### src/shared/flash_cmd_pkg.sv
// Purpose: constants and carriers for the flash command sequencer
// Assumes: 32-bit classic Wishbone register port, 64-bit phrase array port
// Notes: register offsets are byte addresses
package flash_cmd_pkg;
  localparam logic [4:0] OFS_STATUS = 5'h00;
  localparam logic [4:0] OFS_INDEX = 5'h04;
  localparam logic [4:0] OFS_PARAM = 5'h08;
  localparam logic [4:0] OFS_MODE = 5'h0C;
  localparam logic [4:0] OFS_PROT = 5'h10;
  localparam int BIT_COMMAND_COMPLETE_FLAG = 7;
  localparam int BIT_ACCESS_ERROR_FLAG = 5;
  localparam int BIT_PROTECTION_VIOLATION_FLAG = 4;
  localparam int BIT_VERR = 1;
  localparam int BIT_VUNC = 0;
  localparam int BIT_PROT_EN = 7;
  localparam logic [2:0] MODE_RESET = 3'h7;
  localparam logic [7:0] PROT_RESET = 8'h00;
  localparam logic [7:0] CMD_EVS = 8'h03;
  localparam logic [7:0] CMD_RDONCE = 8'h04;
  localparam logic [7:0] CMD_PROG = 8'h06;
  localparam logic [2:0] IDX_EVS = 3'h2;
  localparam logic [2:0] IDX_RDONCE = 3'h1;
  localparam logic [2:0] IDX_PROG = 3'h5;
  localparam logic [15:0] ONCE_MAX = 16'h0007;
  localparam int SECT_SHIFT = 17;
  localparam logic [63:0] ERASED = 64'hFFFF_FFFF_FFFF_FFFF;
  localparam logic [22:0] PF_START = 23'h7C_0000;
  localparam logic [22:0] PF_END = 23'h7F_FFFF;
  localparam logic [22:0] ONCE_BASE = 23'h00_0000;
  localparam int ONCE_SHIFT = 3;

  typedef struct packed {
    logic req;
    logic write;
    logic info;
    logic [22:0] addr;
    logic [63:0] wdata;
  } arr_req_t;

  typedef struct packed {
    logic ack;
    logic err;
    logic uncorr;
    logic [63:0] rdata;
  } arr_rsp_t;

  typedef enum logic [2:0] {
    ST_IDLE = 3'b000,
    ST_ISSUE = 3'b001,
    ST_WAIT = 3'b010,
    ST_DONE = 3'b011
  } state_t;

  typedef enum logic [1:0] {
    OP_EVS = 2'b00,
    OP_RDONCE = 2'b01,
    OP_PROG = 2'b10,
    OP_PROGCHK = 2'b11
  } op_t;
endpackage : flash_cmd_pkg
### src/rtl/flash_cmd_seq.sv
// Purpose: command sequencer for section verify, one-time read and phrase program
// Assumes: array port answers each request with one ack pulse, same clock
// Notes: launch by writing 1 to the complete bit of the status register
`timescale 1ns/1ps
module flash_cmd_seq (
  input wire logic clk,
  input wire logic rst_n,
  input wire logic wb_cyc_i,
  input wire logic wb_stb_i,
  input wire logic wb_we_i,
  input wire logic [4:0] wb_adr_i,
  input wire logic [3:0] wb_sel_i,
  input wire logic [31:0] wb_dat_i,
  output logic [31:0] wb_dat_o,
  output logic wb_ack_o,
  output flash_cmd_pkg::arr_req_t arr_req_o,
  input wire flash_cmd_pkg::arr_rsp_t arr_rsp_i,
  output logic pflash_read_invalid
);
  logic [15:0] command_param_regs [0:5];
  logic [2:0] param_slot_index_reg;
  logic command_complete_flag;
  logic access_error_flag;
  logic protection_violation_flag;
  logic verify_error_flag;
  logic verify_uncorrectable_flag;
  logic [2:0] mode_allow_reg;
  logic [7:0] prot_reg;
  flash_cmd_pkg::state_t state_reg;
  flash_cmd_pkg::op_t op_reg;
  logic [22:0] addr_reg;
  logic [15:0] left_reg;
  logic bus_req;
  logic bus_wr;
  logic launch;
  logic [7:0] cmd_code;
  logic [22:0] gaddr;
  logic [23:0] last_addr;
  logic chk_fail;
  logic viol;
  logic [7:0] status_val;
  logic addr_out;
  logic addr_unaligned;
  logic sect_bad;
  localparam int SECT = flash_cmd_pkg::SECT_SHIFT;

  assign bus_req = wb_cyc_i && wb_stb_i && !wb_ack_o;
  assign bus_wr = bus_req && wb_we_i && wb_sel_i[0];
  assign launch = bus_wr && wb_adr_i == flash_cmd_pkg::OFS_STATUS
                  && wb_dat_i[flash_cmd_pkg::BIT_COMMAND_COMPLETE_FLAG] && command_complete_flag;
  assign cmd_code = command_param_regs[0][15:8];
  assign gaddr = {command_param_regs[0][6:0], command_param_regs[1]};
  assign last_addr = {1'b0, gaddr} + {5'h00, command_param_regs[2], 3'h0} - 24'h00_0001;
  // address checks shared by verify and program
  assign addr_out = gaddr < flash_cmd_pkg::PF_START || gaddr > flash_cmd_pkg::PF_END;
  assign addr_unaligned = gaddr[2:0] != 3'h0;
  // an empty section is refused too, nothing to walk
  assign sect_bad = command_param_regs[2] == 16'h0000
                    || last_addr[23:SECT] != {1'b0, gaddr[22:SECT]};

  // Status byte built bit by bit, unused bits read 0
  always_comb begin
    status_val = 8'h00;
    status_val[flash_cmd_pkg::BIT_COMMAND_COMPLETE_FLAG] = command_complete_flag;
    status_val[flash_cmd_pkg::BIT_ACCESS_ERROR_FLAG] = access_error_flag;
    status_val[flash_cmd_pkg::BIT_PROTECTION_VIOLATION_FLAG] = protection_violation_flag;
    status_val[flash_cmd_pkg::BIT_VERR] = verify_error_flag;
    status_val[flash_cmd_pkg::BIT_VUNC] = verify_uncorrectable_flag;
  end
  // Protection compares block bits against a boundary
  assign viol = prot_reg[flash_cmd_pkg::BIT_PROT_EN] && gaddr[22:16] >= prot_reg[6:0];

  // Launch-time checks, any hit means the array is never touched
  always_comb begin
    chk_fail = 1'b0;
    if (access_error_flag || protection_violation_flag) begin
      chk_fail = 1'b1;
    end
    unique case (cmd_code)
      flash_cmd_pkg::CMD_EVS: begin
        if (param_slot_index_reg != flash_cmd_pkg::IDX_EVS) begin
          chk_fail = 1'b1;
        end
        if (!mode_allow_reg[0]) begin
          chk_fail = 1'b1;
        end
        if (addr_out) begin
          chk_fail = 1'b1;
        end
        if (addr_unaligned) begin
          chk_fail = 1'b1;
        end
        if (sect_bad) begin
          chk_fail = 1'b1;
        end
      end
      flash_cmd_pkg::CMD_RDONCE: begin
        if (param_slot_index_reg != flash_cmd_pkg::IDX_RDONCE) begin
          chk_fail = 1'b1;
        end
        if (!mode_allow_reg[1]) begin
          chk_fail = 1'b1;
        end
        if (command_param_regs[1] > flash_cmd_pkg::ONCE_MAX) begin
          chk_fail = 1'b1;
        end
      end
      flash_cmd_pkg::CMD_PROG: begin
        if (param_slot_index_reg != flash_cmd_pkg::IDX_PROG) begin
          chk_fail = 1'b1;
        end
        if (!mode_allow_reg[2]) begin
          chk_fail = 1'b1;
        end
        if (addr_out) begin
          chk_fail = 1'b1;
        end
        if (addr_unaligned) begin
          chk_fail = 1'b1;
        end
      end
      default: chk_fail = 1'b1;
    endcase
  end

  // Wishbone answer, one cycle after the request, then dropped
  always_ff @(posedge clk or negedge rst_n) begin
    if (!rst_n) begin
      wb_ack_o <= 1'b0;
      wb_dat_o <= 32'h0000_0000;
    end else begin
      wb_ack_o <= bus_req;
      wb_dat_o <= 32'h0000_0000;
      if (bus_req && !wb_we_i) begin
        unique case (wb_adr_i)
          flash_cmd_pkg::OFS_STATUS: wb_dat_o <= {24'h00_0000, status_val};
          flash_cmd_pkg::OFS_INDEX: wb_dat_o <= {29'h0000_0000, param_slot_index_reg};
          flash_cmd_pkg::OFS_PARAM: begin
            if (param_slot_index_reg <= 3'h5) begin
              wb_dat_o <= {16'h0000, command_param_regs[param_slot_index_reg]};
            end
          end
          flash_cmd_pkg::OFS_MODE: wb_dat_o <= {29'h0000_0000, mode_allow_reg};
          flash_cmd_pkg::OFS_PROT: wb_dat_o <= {24'h00_0000, prot_reg};
          default: wb_dat_o <= 32'h0000_0000;
        endcase
      end
    end
  end

  // Configuration registers, frozen while a command runs
  always_ff @(posedge clk or negedge rst_n) begin
    if (!rst_n) begin
      param_slot_index_reg <= 3'h0;
      mode_allow_reg <= flash_cmd_pkg::MODE_RESET;
      prot_reg <= flash_cmd_pkg::PROT_RESET;
    end else if (bus_wr && command_complete_flag) begin
      if (wb_adr_i == flash_cmd_pkg::OFS_INDEX) begin
        param_slot_index_reg <= wb_dat_i[2:0];
      end
      if (wb_adr_i == flash_cmd_pkg::OFS_MODE) begin
        mode_allow_reg <= wb_dat_i[2:0];
      end
      if (wb_adr_i == flash_cmd_pkg::OFS_PROT) begin
        prot_reg <= wb_dat_i[7:0];
      end
    end
  end

  // Parameter slots: software writes when idle, one-time read returns data
  always_ff @(posedge clk or negedge rst_n) begin
    if (!rst_n) begin
      for (int i = 0; i < 6; i++) command_param_regs[i] <= 16'h0000;
    end else if (state_reg == flash_cmd_pkg::ST_WAIT && arr_rsp_i.ack
                 && op_reg == flash_cmd_pkg::OP_RDONCE) begin
      command_param_regs[2] <= arr_rsp_i.rdata[63:48];
      command_param_regs[3] <= arr_rsp_i.rdata[47:32];
      command_param_regs[4] <= arr_rsp_i.rdata[31:16];
      command_param_regs[5] <= arr_rsp_i.rdata[15:0];
    end else if (bus_wr && command_complete_flag && wb_adr_i == flash_cmd_pkg::OFS_PARAM
                 && param_slot_index_reg <= 3'h5) begin
      command_param_regs[param_slot_index_reg][7:0] <= wb_dat_i[7:0];
      if (wb_sel_i[1]) begin
        command_param_regs[param_slot_index_reg][15:8] <= wb_dat_i[15:8];
      end
    end
  end

  // Sequencer
  always_ff @(posedge clk or negedge rst_n) begin
    if (!rst_n) begin
      state_reg <= flash_cmd_pkg::ST_IDLE;
      op_reg <= flash_cmd_pkg::OP_EVS;
      addr_reg <= 23'h00_0000;
      left_reg <= 16'h0000;
    end else begin
      unique case (state_reg)
        flash_cmd_pkg::ST_IDLE: begin
          if (launch) begin
            addr_reg <= gaddr;
            left_reg <= command_param_regs[2];
            if (cmd_code == flash_cmd_pkg::CMD_RDONCE) begin
              addr_reg <= flash_cmd_pkg::ONCE_BASE
                          + (23'(command_param_regs[1]) << flash_cmd_pkg::ONCE_SHIFT);
            end
            unique case (cmd_code)
              flash_cmd_pkg::CMD_RDONCE: op_reg <= flash_cmd_pkg::OP_RDONCE;
              flash_cmd_pkg::CMD_PROG: op_reg <= flash_cmd_pkg::OP_PROG;
              default: op_reg <= flash_cmd_pkg::OP_EVS;
            endcase
            if (chk_fail || (cmd_code == flash_cmd_pkg::CMD_PROG && viol)) begin
              state_reg <= flash_cmd_pkg::ST_DONE;
            end else begin
              state_reg <= flash_cmd_pkg::ST_ISSUE;
            end
          end
        end
        flash_cmd_pkg::ST_ISSUE: state_reg <= flash_cmd_pkg::ST_WAIT;
        flash_cmd_pkg::ST_WAIT: begin
          if (arr_rsp_i.ack) begin
            unique case (op_reg)
              flash_cmd_pkg::OP_EVS: begin
                if (left_reg == 16'h0001) begin
                  state_reg <= flash_cmd_pkg::ST_DONE;
                end else begin
                  state_reg <= flash_cmd_pkg::ST_ISSUE;
                end
                left_reg <= left_reg - 16'h0001;
                addr_reg <= addr_reg + 23'h00_0008;
              end
              flash_cmd_pkg::OP_PROG: begin
                op_reg <= flash_cmd_pkg::OP_PROGCHK;
                state_reg <= flash_cmd_pkg::ST_ISSUE;
              end
              default: state_reg <= flash_cmd_pkg::ST_DONE;
            endcase
          end
        end
        flash_cmd_pkg::ST_DONE: state_reg <= flash_cmd_pkg::ST_IDLE;
        default: state_reg <= flash_cmd_pkg::ST_IDLE;
      endcase
    end
  end

  // Array request, one-cycle strobe per access, two per programmed phrase
  always_ff @(posedge clk or negedge rst_n) begin
    if (!rst_n) begin
      arr_req_o <= '0;
    end else begin
      arr_req_o.req <= state_reg == flash_cmd_pkg::ST_ISSUE;
      arr_req_o.write <= op_reg == flash_cmd_pkg::OP_PROG;
      arr_req_o.info <= op_reg == flash_cmd_pkg::OP_RDONCE;
      arr_req_o.addr <= addr_reg;
      arr_req_o.wdata <= {command_param_regs[2], command_param_regs[3],
                          command_param_regs[4], command_param_regs[5]};
    end
  end

  // reads of program flash invalid during one-time read
  always_ff @(posedge clk or negedge rst_n) begin
    if (!rst_n) begin
      pflash_read_invalid <= 1'b0;
    end else begin
      pflash_read_invalid <= !command_complete_flag && op_reg == flash_cmd_pkg::OP_RDONCE;
    end
  end

  // Status flags: software clear first, hardware set wins
  always_ff @(posedge clk or negedge rst_n) begin
    if (!rst_n) begin
      command_complete_flag <= 1'b1;
      access_error_flag <= 1'b0;
      protection_violation_flag <= 1'b0;
      verify_error_flag <= 1'b0;
      verify_uncorrectable_flag <= 1'b0;
    end else begin
      if (bus_wr && wb_adr_i == flash_cmd_pkg::OFS_STATUS) begin
        if (wb_dat_i[flash_cmd_pkg::BIT_ACCESS_ERROR_FLAG]) access_error_flag <= 1'b0;
        if (wb_dat_i[flash_cmd_pkg::BIT_PROTECTION_VIOLATION_FLAG]) protection_violation_flag <= 1'b0;
      end
      if (launch) begin
        command_complete_flag <= 1'b0;
        verify_error_flag <= 1'b0;
        verify_uncorrectable_flag <= 1'b0;
        if (chk_fail) access_error_flag <= 1'b1;
        if (!chk_fail && cmd_code == flash_cmd_pkg::CMD_PROG && viol) begin
          protection_violation_flag <= 1'b1;
        end
      end
      if (state_reg == flash_cmd_pkg::ST_WAIT && arr_rsp_i.ack
          && op_reg != flash_cmd_pkg::OP_PROG) begin
        if (arr_rsp_i.err) verify_error_flag <= 1'b1;
        if (arr_rsp_i.uncorr) verify_uncorrectable_flag <= 1'b1;
        if (op_reg == flash_cmd_pkg::OP_EVS && arr_rsp_i.rdata != flash_cmd_pkg::ERASED) begin
          verify_error_flag <= 1'b1;
        end
        if (op_reg == flash_cmd_pkg::OP_PROGCHK && arr_rsp_i.rdata != arr_req_o.wdata) begin
          verify_error_flag <= 1'b1;
        end
      end
      if (state_reg == flash_cmd_pkg::ST_DONE) command_complete_flag <= 1'b1;
    end
  end
endmodule : flash_cmd_seq

### config.mk
export PLATFORM = sky130hd
export DESIGN_NAME = flash_cmd_seq
export DESIGN_NICKNAME = d
export VERILOG_FILES = /design/src/shared/flash_cmd_pkg.sv /design/src/rtl/flash_cmd_seq.sv
export SDC_FILE = /design/constraint.sdc
export NUM_CORES = 1
export LEC_CHECK = 0
export CAP_MARGIN = 20
export CELL_PAD_IN_SITES_DETAIL_PLACEMENT = 1
export CELL_PAD_IN_SITES_GLOBAL_PLACEMENT = 1
export CORE_ASPECT_RATIO = 1.2
export CORE_UTILIZATION = 53
export CTS_CLUSTER_SIZE = 20
export DETAILED_ROUTE_END_ITERATION = 16
export DONT_BUFFER_PORTS = 1
export GPL_TIMING_DRIVEN = 0
export PLACE_DENSITY_LB_ADDON = 0.1
export SLEW_MARGIN = 10
export SYNTH_ARGS = -nofsm -noshare
export SYNTH_HDL_FRONTEND = slang
export SYNTH_SLANG_ARGS = --single-unit
### constraint.sdc
create_clock -name clk -period 8.4 [get_ports clk]
set_input_delay 1.68 -clock clk [delete_from_list [all_inputs] [get_ports clk]]
set_output_delay 1.68 -clock clk [all_outputs]
set_load 0.05 [all_outputs]
; Word-level counts from Yosys, hierarchy flattened
; Index checks and enable logic that the tools add are counted.
[totals]
memories = 0
latchBits = 0
ramBits = 0
reg_bits = 283
elab_cells = 176
inputBits = 113
output_inout_bits = 124
mem_bits_ro = 0
[op_classes]
bitwise = 2
div = 0
shift = 0
eq_ne = 25
magnitude_cmp = 7
addsub = 4
mux = 67
reduce_logical = 45
n_mul = 0
[op_table]
columns = cell, count
row1 = 96-bit bitwise mux, 2
row2 = 16-bit two-way mux, 8
row3 = 64-bit two-way mux, 2
row4 = 16-bit demux with 3-bit select, 2
row5 = 96-bit two-way mux, 1
row6 = 23-bit two-way mux, 4
row7 = 16-bit case mux with 5 select lines, 1
row8 = 64-bit != test, 1
row9 = 64-bit != test (second input constant), 1
row10 = 16-bit binary-select mux with 3-bit select, 1
row11 = 23-bit case mux with 2 select lines, 1
row12 = 16-bit case mux with 2 select lines, 1
row13 = 1-bit two-way mux, 31
row14 = 23-bit by 19-bit adder with 24-bit output, 1
row15 = 24-bit by 1-bit subtractor with 24-bit output (second input constant), 1
row16 = 23-bit by 4-bit adder with 23-bit output (second input constant), 1
row17 = 23-bit greater-than comparator (second input constant), 1
row18 = 23-bit < comparator (second input constant), 1
row19 = 1-bit logical AND, 22
row20 = 16-bit by 1-bit == test with 1-bit output (second input constant), 1
row21 = 8-bit by 3-bit == test with 1-bit output (second input constant), 2
row22 = 16-bit by 3-bit greater-than comparator with 1-bit output (second input constant), 1
row23 = 16-bit logical NOT, 1
row24 = 16-bit by 1-bit subtractor with 16-bit output (second input constant), 1
row25 = 36 further kinds, 61

; Logic depth before layout (Yosys ltp)
[logic_depth]
ltp_word = 13
depth_mapped = 13
mapped_depth_nobuf = 13

; Least setup slack after synthesis
; Ideal clock, no wire load.
[synth_timing]
kind = input port to flip-flop
from = input port wb_adr_i[2]
to = register addr_reg[19]
required_ps = 8270
t_arrival_ps = 3301
setup_ps = 130
stages = 9
n_path_buf = 3
path_slack_ps = 4969
cell_sequence = or4_1 buf_2 nor2_2 nand3_2 nor2_1 o21ba_2 buf_2 buf_2 a31oi_1
[synth_via]
elab_chain_cells = 6
[synth_rtl]
columns = element, line
row1 = start: declaration, flash_cmd_seq.sv:11  ; input wire logic [4:0] wb_adr_i,
row2 = 5-bit logical NOT, flash_cmd_seq.sv:49  ; assign launch = bus_wr && wb_adr_i == flash_cmd_pkg::OFS_STATUS
row3 = 1-bit logical AND, flash_cmd_seq.sv:49
row4 = 1-bit logical AND (2 in series), flash_cmd_seq.sv:50  ; && wb_dat_i[flash_cmd_pkg::BIT_COMMAND_COMPLETE_FLAG] && command_complete_flag;
row5 = 2-bit != test (no source line), -
row6 = 4-bit AND reduction (no source line), -
row7 = end signal: assignment, flash_cmd_seq.sv:200  ; addr_reg <= gaddr;
row8 = end signal: assignment, flash_cmd_seq.sv:203  ; addr_reg <= flash_cmd_pkg::ONCE_BASE
row9 = end signal: assignment, flash_cmd_seq.sv:229  ; addr_reg <= addr_reg + 23'h00_0008;
row10 = end: declaration, flash_cmd_seq.sv:31  ; logic [22:0] addr_reg;
; No other way between the ends.
; A chain may end at the register's enable or synchronous reset.

; Worst setup path after layout
[layout_timing]
from = input port wb_adr_i[4]
to = register wb_dat_o[8]
[layout_via]
elab_chain_cells = 3
word_cells_on_any_way = 7
classes_between = eq/ne (4) / mux (2) / reduce/logical (1)
[layout_rtl]
columns = element, line
row1 = 5-bit == test (tied with other cells), flash_cmd_seq.sv:135  ; unique case (wb_adr_i)
row2 = 16-bit case mux with 5 select lines *, flash_cmd_seq.sv:135
row3 = 16-bit two-way mux *, flash_cmd_seq.sv:134  ; if (bus_req && !wb_we_i) begin
row4 = end signal: assignment, flash_cmd_seq.sv:136  ; flash_cmd_pkg::OFS_STATUS: wb_dat_o <= {24'h00_0000, status_val};
row5 = end signal: assignment, flash_cmd_seq.sv:137  ; flash_cmd_pkg::OFS_INDEX: wb_dat_o <= {29'h0000_0000, param_slot_index_reg};
row6 = end signal: assignment, flash_cmd_seq.sv:140  ; wb_dat_o <= {16'h0000, command_param_regs[param_slot_index_reg]};
row7 = end: declaration, flash_cmd_seq.sv:14  ; output logic [31:0] wb_dat_o,
; Every way passes the cells marked *; elsewhere a longest branch is shown, timed or not.

==> summary.md <==
| Metric | Value |
|---|---|
| Status | finished, final reports clean |
| Later-pin clock latency in the skew report | 570 ps |
| Tmin final | 3650 ps |
| Rel. slew slack | 25.4% |
| Max reg flops | 90 |
| Worst-path clk slew | 60 ps |
| Number of flops mapped to enable cells by yosys | 0 |
| Clock Tree Buf Depth | 3 |
| H-tree level count | 1 |
| CP Max Fanout | 10 |
| Count leader, synth | dfrtp_1 |
| Fillers | 2900 |
| Vias | 11.9k |
| Pwr Total | 5800 uW |
| FF+latch area | 6660 um2 |
| Die width | 150 um |
| Async S/R FF share, synth | 100% |
| Detailed Route Iter0 Violations | 891 |
| CP Data Required Time | 8750 ps |
| Main synth FF type | dfrtp_1 |
| Final Max Tran Viols | 0 |
| Total track usage | 39.7% |
| Clock skew | 20.2 ps |
| CP Capture Type | flip-flop |
| Routed Wire Length | 52.2 mm |
| Dpl hpwl | 38.7 mm |
| Global-route wire length before repair | 78.2 mm |
| Top cell type's share of synthesized area | 47.3% |
| Min-Delay Path Class | reg -> reg |
| # nets final | 1645 |
| CTS sink count | 266 |
| Num ports | 237 |
| Area of the multi-input gates | 6550 um2 |
| Netlist cell types | 73 |
| Pwr dens | 377 nW/um2 |
| CP arrival | 4000 ps |
| IO buf count | 0 |
| Finished Core Util | 60.0% |
| Max-Cap Viols | 0 |
| Die Area | 26800 um2 |
| Register area share after synthesis | 48.0% |
| Area Overhead vs Synth | 10.8% |
| Leakage dissipation | 0.00681 uW |
| TNS Setup | 0 ps |
| TritonCTS clock tree | built |
| Synthesized area per cell | 9.65 um2 |
| DRC Markers | 0 |
| Initial Util | 54.1% |
| Num CTS Buffers | 29 |
| DP Area | 14300 um2 |
| RSZ-0062 raised after global routing | no |
| Fmax | 274 MHz |
| CP Launch Type | input pin |
| Final Hold Viols | 0 |
| Antenna violations before repair | 1 |
| Vias in the first global route | 12.9k |
| Synth Cell Area | 13900 um2 |
| Hold Buf Count CTS | 0 |
| Synth cell count leaders | 262 x dfrtp_1, 176 x nand2_1, 135 x o21ai_0, 128 x a21oi_1, 96 x nor2_1 |
| Routed length per instance | 28.5 um |
| Setup bufs post-CTS | 0 |
| Tcrit/Tclk final | 43.5% |
| Peak VDD IR | 0.000213 V |
| Final Cell Area | 15400 um2 |
| ANT cells | 0 |
| CTS resizes | 0 |
| Via density | 6.48 |
| Slew @ Worst Pin | 1110 ps |
| Final Setup Violations | 0 |
| Routability cong. | 0.952 |
| Largest net degree at the start of global routing | 267 |
| Std cell rows | 64 |
| Share of layout cells above drive strength 1 | 10.2% |
| Area leader, netlist | dfrtp_1 |
| Total grt overflow | 0 |
| Height of the chip | 179 um |
| Post-route ant nets | 0 |
| Core ar. | 25600 um2 |
| Yosys reg bits | 266 |
| Synth warn | 0 |
| Clk root buf | clkbuf_16 |
| First-pass DRT Iterations | 7 |
| Top cells by area, synth | dfrtp_1 47%, o21ai_0 4.9%, nand2_1 4.8%, a21oi_1 4.6%, ha_1 4.4% |
| Mapped Cells | 1437 |
| WS Path Type | in -> reg |
==> layout by cell type, fill, tap and decap left out, types with 4 or more instances in the layout <==
master	count
dfrtp_1	262
nand2_1	176
o21ai_0	135
a21oi_1	128
nor2_1	96
inv_1	88
xnor2_1	66
mux2i_1	50
ha_1	49
clkbuf_1	47
nand4_1	42
mux2_2	31
clkbuf_16	29
nand3_1	23
nor4_1	19
buf_4	17
o22ai_1	16
conb_1	16
buf_2	15
mux4_2	13
nor3_1	12
a211oi_1	10
clkbuf_8	10
o211ai_1	9
nand2b_1	7
or3_1	7
xor2_1	7
buf_1	6
and3_1	6
a31oi_1	6
a21o_1	5
nor2b_1	4
nor3b_1	4
or2_2	4
o21ai_1	4
a32oi_1	4
o21bai_1	4
bufinv_16	4
dfstp_2	4
==> per-layer routing <==
| layer | GRT usage [%] | up-vias | wire length [um] |
|---|---|---|---|
| met5 | 0 | - | 12 |
| met4 | 25.2 | 2 | 3470 |
| met3 | 9.11 | 171 | 4000 |
| met2 | 68.3 | 558 | 26000 |
| met1 | 44.2 | 6037 | 18700 |
| li1 | - | 5119 | - |
==> metrics by stage <==
step / instances / hold WS [ps] / setup slack, ps
final: 1834 / 387 / 4750
after global routing: 1834 / 408 / 4670
after CTS: 1834 / 389 / 4830
after detailed placement: 1782 / 375 / 4270
after global placement: 1782 / 361 / 4400
after floorplan: 1452 / 354 / 4970
==> report_power, final <==
group	switching (uW)	total (uW)	internal [uW]
combinational	936	1500	568
sequential	1210	2910	1700
clock	553	1390	842
==> cell type report <==
class | instances | area share, %
tap | 330 | 2.69
clock buffer | 43 | 5.71
multi-input combinational | 1017 | 42.6
buffer | 81 | 2.51
sequential | 266 | 43.3
inverter | 88 | 2.15
clock inverter | 9 | 1.02
==> worst max-delay path, stage by stage <==
cell,delay (ps)
nor3_2,250
nand3b_1,190
a21oi_2,420
nand2_1,470
a2111oi_0,980
==> cell families (layout without fill, tap and decap cells) <==
kind of cell | Yosys count | count (layout) | synth area share [%]
simple gates | 431 | 431 | 14.7
compound gates | 354 | 354 | 14.8
flops | 266 | 266 | 48.0
buf+inv | 169 | 221 | 5.17
mux | 94 | 94 | 8.24
xor+xnor | 73 | 73 | 4.61
fa+ha+maj | 49 | 49 | 4.42
other cells | 1 | 16 | 0.0270
==> path summary, 6_finish.rpt <==
kind                                         from            end  slack (ps)  cells after the start
min                                   addr_reg[0]  arr_req_o[64]         390                      0
max reg2reg                command_param_regs[61]   state_reg[1]        4820                     13
min in group asynchronous                   rst_n  arr_req_o[87]         820                      0
max                                   wb_adr_i[4]    wb_dat_o[8]        4750                      5
min reg2reg                           addr_reg[0]  arr_req_o[64]         390                      0
max in group asynchronous                   rst_n  arr_req_o[26]        7050                      0
(Power assumes the default switching activity.)
